--- config.mk ---
export PLATFORM = sky130hd
export DESIGN_NAME = dpi2c_slave
export DESIGN_NICKNAME = d
export VERILOG_FILES = /design/src/inc/dpi2c_pkg.sv /design/src/rtl/dpi_sync2.sv /design/src/rtl/dpi2c_slave.sv
export SDC_FILE = /design/constraint.sdc
export NUM_CORES = 1
export LEC_CHECK = 0
export ABC_AREA = 1
export BUFFER_PORTS_ARGS = -buffer_cell sky130_fd_sc_hd__buf_2
export CORE_ASPECT_RATIO = 0.6
export CORE_MARGIN = 2
export CORE_UTILIZATION = 25
export CTS_CLUSTER_SIZE = 24
export DETAILED_ROUTE_END_ITERATION = 12
export GPL_TIMING_DRIVEN = 0
export PLACE_DENSITY = 0.41
export SETUP_SLACK_MARGIN = 0.05
export SYNTH_ARGS = -nofsm -noshare
export SYNTH_HDL_FRONTEND = slang
export SYNTH_SLANG_ARGS = --single-unit
--- constraint.sdc ---
create_clock -name mclk -period 2.25 [get_ports mclk]
set_clock_uncertainty 0.15 [all_clocks]
set_input_delay 0.225 -clock mclk [delete_from_list [all_inputs] [get_ports mclk]]
set_output_delay 0.225 -clock mclk [all_outputs]
set_load 0.02 [all_outputs]
--- src/inc/dpi2c_pkg.sv ---
`default_nettype none
package dpi2c_pkg;
    localparam logic [3:0] ADDR_PREFIX   = 4'h5;
    localparam logic [7:0] CFG_RESET     = 8'h87;
    localparam logic [7:0] WIPER_RESET   = 8'h3F;
    localparam int         CFG_VOL_BIT   = 2;
    localparam int         CFG_ZC_BIT    = 1;
    localparam logic [1:0] SEL_WIPER0    = 2'h0;
    localparam logic [1:0] SEL_WIPER1    = 2'h1;
    localparam logic [1:0] SEL_CFG       = 2'h2;
    localparam int         CLK_MHZ       = 200;
    localparam int         NV_COMMIT_TIME_US = 10;
    localparam int         NV_COMMIT_CYC = NV_COMMIT_TIME_US * CLK_MHZ;
    localparam logic [1:0] RD_IDX_LAST   = 2'h2;

    typedef enum logic [5:0]
    {
        DPI_IDLE  = 6'h01,
        DPI_ADDR  = 6'h02,
        DPI_AACK  = 6'h04,
        DPI_WDATA = 6'h08,
        DPI_RDATA = 6'h10,
        DPI_RACK  = 6'h20
    } dpi_state_e;

    typedef struct packed
    {
        logic [7:0] wiper0;
        logic [7:0] wiper1;
        logic [7:0] cfg;
    } dpi_regs_s;
endpackage
`default_nettype wire

--- src/rtl/dpi_sync2.sv ---
`default_nettype none
module dpi_sync2
(
    input  wire logic mclk,
    input  wire logic arst_n,
    input  wire logic d,
    output var  logic q
);
    logic meta_ff;
    logic q_ff;

    always_ff @(posedge mclk or negedge arst_n)
    begin
        if (!arst_n)
        begin
            meta_ff <= 1'b1;
            q_ff    <= 1'b1;
        end
        else
        begin
            meta_ff <= d;
            q_ff    <= meta_ff;
        end
    end

    assign q = q_ff;
endmodule
`default_nettype wire

--- src/rtl/dpi2c_slave.sv ---
`default_nettype none
// Operation
// - Device is bus slave only; master makes clock, START and STOP.
// - SDA falling while SCL high is START, beginning a transfer.
// - SDA rising while SCL high is STOP, ending the transfer.
// - Repeated START acts like START and restarts address decoding.
// - Data changes while SCL low; device samples on SCL rising edge.
// - Device drives each read bit at the preceding SCL falling edge.
// - Ninth bit is acknowledge: zero acknowledges, one does not.
// - Bytes are eight bits MSB first plus acknowledge; device acks writes.
// - Master nacks final read byte; device then releases SDA.
// - Respond only when address equals 0101 plus three strap pins.
// - Address LSB zero means write, one means read.
// - Wrong address: no acknowledge, ignore bus until next START.
// - Write transaction accepts any number of data bytes.
// - After committing STOP, refuse own address until write time elapses.
// - Every commit rewrites both wipers and configuration.
// - With zero-crossing on, commit waits for zero-crossing to finish.
// - Read always starts with wiper 0.
// - Read order is wiper 0, wiper 1, configuration.
// - Acked configuration byte wraps to wiper 0, cycling on.
// - Serial lines honoured only while comm enable low.
// - Top bits 00, 01, 10 select wiper 0, wiper 1, configuration.
// - Nonvolatile STOP after a written byte triggers commit; volatile STOP commits nothing.
module dpi2c_slave
#(
    parameter int NV_CYCLES = dpi2c_pkg::NV_COMMIT_CYC
)
(
    input  wire logic                 mclk,
    input  wire logic                 arst_n,
    input  wire logic                 scl_i,
    input  wire logic                 sda_i,
    output var  logic                 sda_o,
    output var  logic                 sda_oe,
    input  wire logic                 comm_en_n,
    input  wire logic                 addr_strap_bit0,
    input  wire logic                 addr_strap_bit1,
    input  wire logic                 addr_strap_bit2,
    input  wire logic                 zc_done,
    output var  dpi2c_pkg::dpi_regs_s regs,
    output var  logic                 nv_write,
    output var  logic                 nv_busy
);
    logic                  scl_s;
    logic                  sda_s;
    logic                  cen_s;
    logic                  strap0_s;
    logic                  strap1_s;
    logic                  strap2_s;
    logic                  zc_s;
    logic                  scl_d_ff;
    logic                  sda_d_ff;
    dpi2c_pkg::dpi_state_e state_ff;
    dpi2c_pkg::dpi_state_e nxt_state;
    logic [7:0]            shift_ff;
    logic [3:0]            bit_ff;
    logic                  sda_oe_ff;
    logic                  dirty_ff;
    logic                  pend_ff;
    logic                  busy_ff;
    logic                  nvw_ff;
    logic [31:0]           cnt_ff;
    logic [1:0]            rd_idx_ff;
    dpi2c_pkg::dpi_regs_s  regs_ff;

    dpi_sync2 u_scl (.mclk(mclk), .arst_n(arst_n), .d(scl_i), .q(scl_s));
    dpi_sync2 u_sda (.mclk(mclk), .arst_n(arst_n), .d(sda_i), .q(sda_s));
    dpi_sync2 u_cen (.mclk(mclk), .arst_n(arst_n), .d(comm_en_n), .q(cen_s));
    // Straps are static, but still synced so no pin reaches logic raw
    dpi_sync2 u_st0 (.mclk(mclk), .arst_n(arst_n), .d(addr_strap_bit0), .q(strap0_s));
    dpi_sync2 u_st1 (.mclk(mclk), .arst_n(arst_n), .d(addr_strap_bit1), .q(strap1_s));
    dpi_sync2 u_st2 (.mclk(mclk), .arst_n(arst_n), .d(addr_strap_bit2), .q(strap2_s));
    dpi_sync2 u_zcd (.mclk(mclk), .arst_n(arst_n), .d(zc_done), .q(zc_s));

    // Edge and condition decode; the device never drives SCL
    wire        en       = !cen_s;
    wire        scl_rise = en && scl_s && !scl_d_ff;
    wire        scl_fall = en && !scl_s && scl_d_ff;
    wire        start_c  = en && scl_s && scl_d_ff && sda_d_ff && !sda_s;
    wire        stop_c   = en && scl_s && scl_d_ff && !sda_d_ff && sda_s;
    wire [7:0]  rx_byte  = {shift_ff[6:0], sda_s};
    wire [6:0]  my_addr  = {dpi2c_pkg::ADDR_PREFIX, strap2_s, strap1_s, strap0_s};
    wire        addr_hit = (rx_byte[7:1] == my_addr) && !busy_ff;
    wire        last_bit = (bit_ff == 4'h7);
    wire        cfg_vol  = regs_ff.cfg[dpi2c_pkg::CFG_VOL_BIT];
    wire        cfg_zc   = regs_ff.cfg[dpi2c_pkg::CFG_ZC_BIT];
    wire [7:0]  rd_byte  = (rd_idx_ff == 2'h0) ? regs_ff.wiper0 :
                           (rd_idx_ff == 2'h1) ? regs_ff.wiper1 : regs_ff.cfg;
    wire [1:0]  rd_next  = (rd_idx_ff == dpi2c_pkg::RD_IDX_LAST) ? 2'h0 : rd_idx_ff + 2'h1;
    wire        wr_done  = (state_ff == dpi2c_pkg::DPI_WDATA) && scl_rise && last_bit;
    wire        rack_in  = (state_ff == dpi2c_pkg::DPI_RACK) && scl_rise;
    wire        commit   = stop_c && dirty_ff && !cfg_vol;
    wire        zc_ok    = !cfg_zc || zc_s;

    // Bit-level state machine
    always_comb
    begin
        nxt_state = state_ff;
        if (start_c)
            nxt_state = dpi2c_pkg::DPI_ADDR;
        else if (stop_c || !en)
            nxt_state = dpi2c_pkg::DPI_IDLE;
        else
        begin
            case (state_ff)
                dpi2c_pkg::DPI_ADDR:
                    if (scl_rise && last_bit)
                        nxt_state = addr_hit ? dpi2c_pkg::DPI_AACK : dpi2c_pkg::DPI_IDLE;
                dpi2c_pkg::DPI_AACK:
                    if (scl_fall && sda_oe_ff)
                        nxt_state = shift_ff[0] ? dpi2c_pkg::DPI_RDATA : dpi2c_pkg::DPI_WDATA;
                dpi2c_pkg::DPI_WDATA:
                    if (scl_fall && bit_ff == 4'h8)
                        nxt_state = dpi2c_pkg::DPI_WDATA;
                dpi2c_pkg::DPI_RDATA:
                    if (scl_fall && bit_ff == 4'h8)
                        nxt_state = dpi2c_pkg::DPI_RACK;
                dpi2c_pkg::DPI_RACK:
                    if (scl_rise)
                        nxt_state = sda_s ? dpi2c_pkg::DPI_IDLE : dpi2c_pkg::DPI_RDATA;
                default:
                    nxt_state = state_ff;
            endcase
        end
    end

    always_ff @(posedge mclk or negedge arst_n)
    begin
        if (!arst_n)
        begin
            scl_d_ff <= 1'b1;
            sda_d_ff <= 1'b1;
            state_ff <= dpi2c_pkg::DPI_IDLE;
        end
        else
        begin
            scl_d_ff <= scl_s;
            sda_d_ff <= sda_s;
            state_ff <= nxt_state;
        end
    end

    // Bit counter and shifter; ninth slot is counted as bit 8
    always_ff @(posedge mclk or negedge arst_n)
    begin
        if (!arst_n)
        begin
            bit_ff   <= 4'h0;
            shift_ff <= 8'h00;
        end
        else if (start_c || stop_c)
        begin
            bit_ff   <= 4'h0;
            shift_ff <= 8'h00;
        end
        else if (scl_rise && state_ff != dpi2c_pkg::DPI_IDLE)
        begin
            bit_ff   <= (bit_ff == 4'h8) ? 4'h0 : bit_ff + 4'h1;
            shift_ff <= (bit_ff == 4'h8) ? shift_ff : rx_byte;
        end
        else if (scl_fall && bit_ff == 4'h0 && state_ff == dpi2c_pkg::DPI_AACK)
        begin
            bit_ff   <= 4'h0;
        end
    end

    // SDA drive: ack slot and read data slots only, changed on SCL falling edges
    wire rd_slot   = (state_ff == dpi2c_pkg::DPI_RDATA) ||
                     ((state_ff == dpi2c_pkg::DPI_AACK) && shift_ff[0]);
    wire [2:0] tx_pos = (state_ff == dpi2c_pkg::DPI_RDATA) ? 3'(7 - bit_ff) : 3'h7;
    logic tx_bit_ff;
    always_ff @(posedge mclk or negedge arst_n)
    begin
        if (!arst_n)
        begin
            sda_oe_ff <= 1'b0;
            tx_bit_ff <= 1'b1;
        end
        else if (start_c || stop_c || !en)
        begin
            sda_oe_ff <= 1'b0;
            tx_bit_ff <= 1'b1;
        end
        else if (scl_fall)
        begin
            if (state_ff == dpi2c_pkg::DPI_AACK && bit_ff == 4'h8)
            begin
                sda_oe_ff <= 1'b1;                                  // address ack
                tx_bit_ff <= 1'b0;
            end
            else if (state_ff == dpi2c_pkg::DPI_WDATA && bit_ff == 4'h8)
            begin
                sda_oe_ff <= 1'b1;                                  // data ack
                tx_bit_ff <= 1'b0;
            end
            else if (rd_slot && bit_ff < 4'h8 && !(state_ff == dpi2c_pkg::DPI_AACK && !sda_oe_ff))
            begin
                // Drive only zeros; a one is released like an open drain
                sda_oe_ff <= !rd_byte[tx_pos];
                tx_bit_ff <= 1'b0;
            end
            else
            begin
                sda_oe_ff <= 1'b0;
                tx_bit_ff <= 1'b1;
            end
        end
    end

    // Read pointer always restarts at wiper 0 on a new transfer
    always_ff @(posedge mclk or negedge arst_n)
    begin
        if (!arst_n)
            rd_idx_ff <= 2'h0;
        else if (start_c)
            rd_idx_ff <= 2'h0;
        else if (rack_in && !sda_s)
            rd_idx_ff <= rd_next;
    end

    // Register writes only after a full byte; partial bytes never land
    always_ff @(posedge mclk or negedge arst_n)
    begin
        if (!arst_n)
        begin
            regs_ff  <= '{wiper0: dpi2c_pkg::WIPER_RESET, wiper1: dpi2c_pkg::WIPER_RESET,
                          cfg: dpi2c_pkg::CFG_RESET};
            dirty_ff <= 1'b0;
        end
        else if (wr_done && !start_c && !stop_c)
        begin
            dirty_ff <= 1'b1;
            if (rx_byte[7:6] == dpi2c_pkg::SEL_WIPER0)
                regs_ff.wiper0 <= {2'h0, rx_byte[5:0]};
            else if (rx_byte[7:6] == dpi2c_pkg::SEL_WIPER1)
                regs_ff.wiper1 <= {2'h0, rx_byte[5:0]};
            else if (rx_byte[7:6] == dpi2c_pkg::SEL_CFG)
                regs_ff.cfg    <= rx_byte;
        end
        else if (stop_c)
            dirty_ff <= 1'b0;
    end

    // Nonvolatile commit: pend for zero crossing, then count write time
    always_ff @(posedge mclk or negedge arst_n)
    begin
        if (!arst_n)
        begin
            pend_ff <= 1'b0;
            busy_ff <= 1'b0;
            nvw_ff  <= 1'b0;
            cnt_ff  <= 32'h0;
        end
        else
        begin
            nvw_ff <= 1'b0;
            if (commit)
            begin
                pend_ff <= 1'b1;
                busy_ff <= 1'b1;
            end
            else if (pend_ff && zc_ok)
            begin
                pend_ff <= 1'b0;
                nvw_ff  <= 1'b1;
                cnt_ff  <= 32'(NV_CYCLES);
            end
            else if (busy_ff && !pend_ff)
            begin
                if (cnt_ff <= 32'h1)
                    busy_ff <= 1'b0;
                cnt_ff <= (cnt_ff == 32'h0) ? 32'h0 : cnt_ff - 32'h1;
            end
        end
    end

    assign sda_o    = tx_bit_ff;
    assign sda_oe   = sda_oe_ff;
    assign regs     = regs_ff;
    assign nv_write = nvw_ff;
    assign nv_busy  = busy_ff;
endmodule
`default_nettype wire

==> qor.txt <==
minimum clock period = 2.08 ns
clock edge transition at the registers on the reported setup and hold paths = 0.07 ns
Fmax = 480 MHz
Final Hold Viols = 0
final worst slack = 0.167 ns
normalized max-slew margin = 50.0%
GPL Wtd Cong = 0.844
Startpoint Class = flip-flop
Row Count = 40
clk_lat worst skew = 0.36 ns
Initial Util = 25.2%
first-pass GRT wire length = 22,400 um
number of top-level pins = 37
Leak Pwr = 2.92 nW
die area = 0.0212 sq mm
Worst Hold Slack = 0.200 ns
Peak VDD IR = 0.000398 V
Clk pwr share = 42.7%
switching share of power = 26.3%
register area share after synthesis = 47.4%
GRT overflow = 0
Post-Syn Area = 0.00500 sq mm
clock root buffer = clkbuf_16
pin count of the biggest net entering global routing = 65
ant diodes = 0
Final Instance Area = 0.00593 sq mm
Post-Layout Cell Count = 952
R2R cell count = 11
vias in the first global route = 3,935
internal power = 2.55 mW
Reg area = 0.00237 sq mm
Mapped Avg Cell Area = 8.11 sq um
DRT Pass-1 Iters = 7
period utilization = 92.6%
DR iter-0 viols = 347
Worst Setup Path Type = flip-flop to flip-flop
synthesized flop and latch total = 93
post-layout util = 29.9%
GRT Util Overall = 13.7%
Seq pwr share = 51.1%
via count = 4,095
Max Cap Viol = 0
worst slew pin tran = 0.743 ns
Mapped Cells = 617
Max Slew Vio Count = 0
Worst R2R Start = cnt_ff[0]
Hold Crit Class = input pin to asynchronous set/reset pin
outcome = finished, final reports clean
via density per instance = 4.30
pre-CTS WS = 0.0932 ns
Clock Path Buffers = 2
synth warn = 0
placed cell areas = 0.00555 sq mm
cts bufs inserted = 9
Switch Pwr = 0.912 mW
DRC Markers = 0
DIE HEIGHT = 114 um
TritonCTS clock tree = yes
H-tree depth = 3
Worst EP arrival = 2.18 ns
Multi-input gate area = 0.00226 sq mm
Antenna Nets Post-Route = 0
final layout net count = 688
r2r setup slk = 0.17 ns
synthesis-to-layout area growth = 18.5%
Power Density = 584 mW/mm^2
hpwl dp = 10,200 um
Worst Path Max Fanout = 5
FF-to-FF End = cnt_ff[28]
synth unique cells = 41
clk sink count = 93
layout cell share with drive strength beyond 1 = 24.0%
Fin Setup TNS = 0 ns
port bufs = 32
Final setup viols = 0
Critical Path RT = 2.35 ns
initial antenna violation count = 0
drt wl/cell = 14.1 um
final WL = 13,400 um
DP Cell Count = 926
core box area = 0.0198 sq mm
Pwr Total = 3.46 mW
fill cell count = 2,138
unrepaired setup endpoints after global routing = yes
Logic pwr share = 6.3%
Setup crit end kind = flip-flop
Die Width = 187 um
## cells by family (layout without fill, tap and decap cells)
kind of cell / Yosys count / count (layout) / synth area share (%)
DFF: 93 / 93 / 47.4
other: 1 / 4 / 0.0750
AOI/OAI and AO/OA: 81 / 81 / 8.83
adders and majority gates: 5 / 5 / 1.25
xor gates and xnor gates: 16 / 16 / 2.80
and+or+nand+nor: 330 / 330 / 31.8
buffers and inverters: 91 / 150 / 7.83
## power groups by stage
stage                     Combinational, mW  Clock, mW  Sequential (mW)
after global routing                  0.253       1.61             1.77
after detailed placement              0.211          0             1.80
after CTS                             0.222       1.54             1.77
after global placement                0.204          0             1.79
final                                 0.218       1.48             1.77
after floorplan                       0.118          0             1.79
## cell type report
class | count | area share (%)
Timing Repair Buffer | 43 | 4.81
Sequential cell | 93 | 40.0
Clock buffer | 9 | 3.80
Buffer | 12 | 1.54
Clock inverter | 7 | 0.866
Multi-Input combinational cell | 436 | 38.1
Inverter | 79 | 5.09
Tap cell | 273 | 5.76
## synth_stat cells, drive strengths merged
cell type    n  share of area (%)
nor3b        1               0.15
conb         1              0.075
inv         79                6.0
ha           5                1.3
nor3        20                2.8
nand3b       4               0.60
o211ai       2               0.30
o21ai       41                4.1
nor2       108                 10
nand3       42                5.1
a22oi        3               0.45
xnor2        2               0.35
o31ai        1               0.15
nand2      144                 11
o22ai       11                1.4
dfrtp       59                 30
and3         1               0.13
a21oi       23                2.5
buf         11                1.7
clkbuf       1              0.075
or2          1               0.13
nor4         1               0.13
xor2        14                2.5
nand4        8                1.1
dfstp       34                 18
## worst max-delay path: stages (launching register included)
cell     delay (ns)
dfrtp_1        0.40
inv_1          0.11
ha_2           0.22
nand2_2        0.10
nor2_4         0.18
nand3_2        0.13
inv_2          0.08
nand2_2        0.10
nor2_2         0.13
nand3_1        0.13
o21ai_0        0.19
nor2_1         0.05
## worst max path at each step
| stage | from | to | slack, ns | cells past startpoint |
|---|---|---|---|---|
| 4_1_cts | u_zcd.q | cnt_ff[20] | 0.09 | 10 |
| 6_report | cnt_ff[0] | cnt_ff[28] | 0.17 | 11 |
| 2_1_floorplan | cnt_ff[0] | cnt_ff[28] | 0.45 | 11 |
| 3_3_place_gp | arst_n | regs[4] | -0.24 | 1 |
| 3_5_place_dp | u_zcd.q | cnt_ff[18] | 0.09 | 10 |
| 5_1_grt | cnt_ff[0] | cnt_ff[28] | 0.02 | 11 |
## state kept, by name, summed over array words and instances (netlist names), 2 cells and up
name       flops
cnt_ff        32
regs          20
shift_ff       7
state_ff       6
bit_ff         4
rd_idx_ff      2
## layer usage
metal,vias up,track usage (%),share of wire (%)
li1,2088,-,-
met2,90,16.9,35
met4,0,3.60,1.0
met1,1910,22.6,59
met5,-,0,0
met3,7,3.11,4.4
## layout by cell type, fill, tap and decap left out, types with 3 or more instances in the layout
master,Yosys,routed
nand4_1,7,7
dfrtp_1,59,58
o21ai_1,18,18
nand2_2,3,4
nand3_2,6,6
a21oi_1,21,21
nand2_4,3,3
nand3b_1,4,4
clkinvlp_4,0,5
nor2_4,8,8
nor2_2,20,21
ha_1,5,4
buf_2,3,35
nor3_2,6,6
xor2_1,14,14
inv_1,68,68
nand3_1,35,35
nor3_1,13,13
a22oi_1,3,3
dfstp_2,34,34
o21ai_0,23,23
o22ai_1,11,11
clkbuf_16,0,9
dlygate4sd3_1,0,8
nand2_1,138,137
conb_1,1,4
buf_4,6,9
inv_2,10,10
nor2_1,80,79
## what timing repair did
| item | CTS | global route |
|---|---|---|
| setup buffers | 0 | 2 |
| endpoints found under the setup margin | 0 | 26 |
| hold buffers | 8 | 0 |
| hold endpoints to repair | 36 | 0 |
| gates resized for setup | 0 | 7 |
No activity file was read; power rests on OpenSTA's default activity.
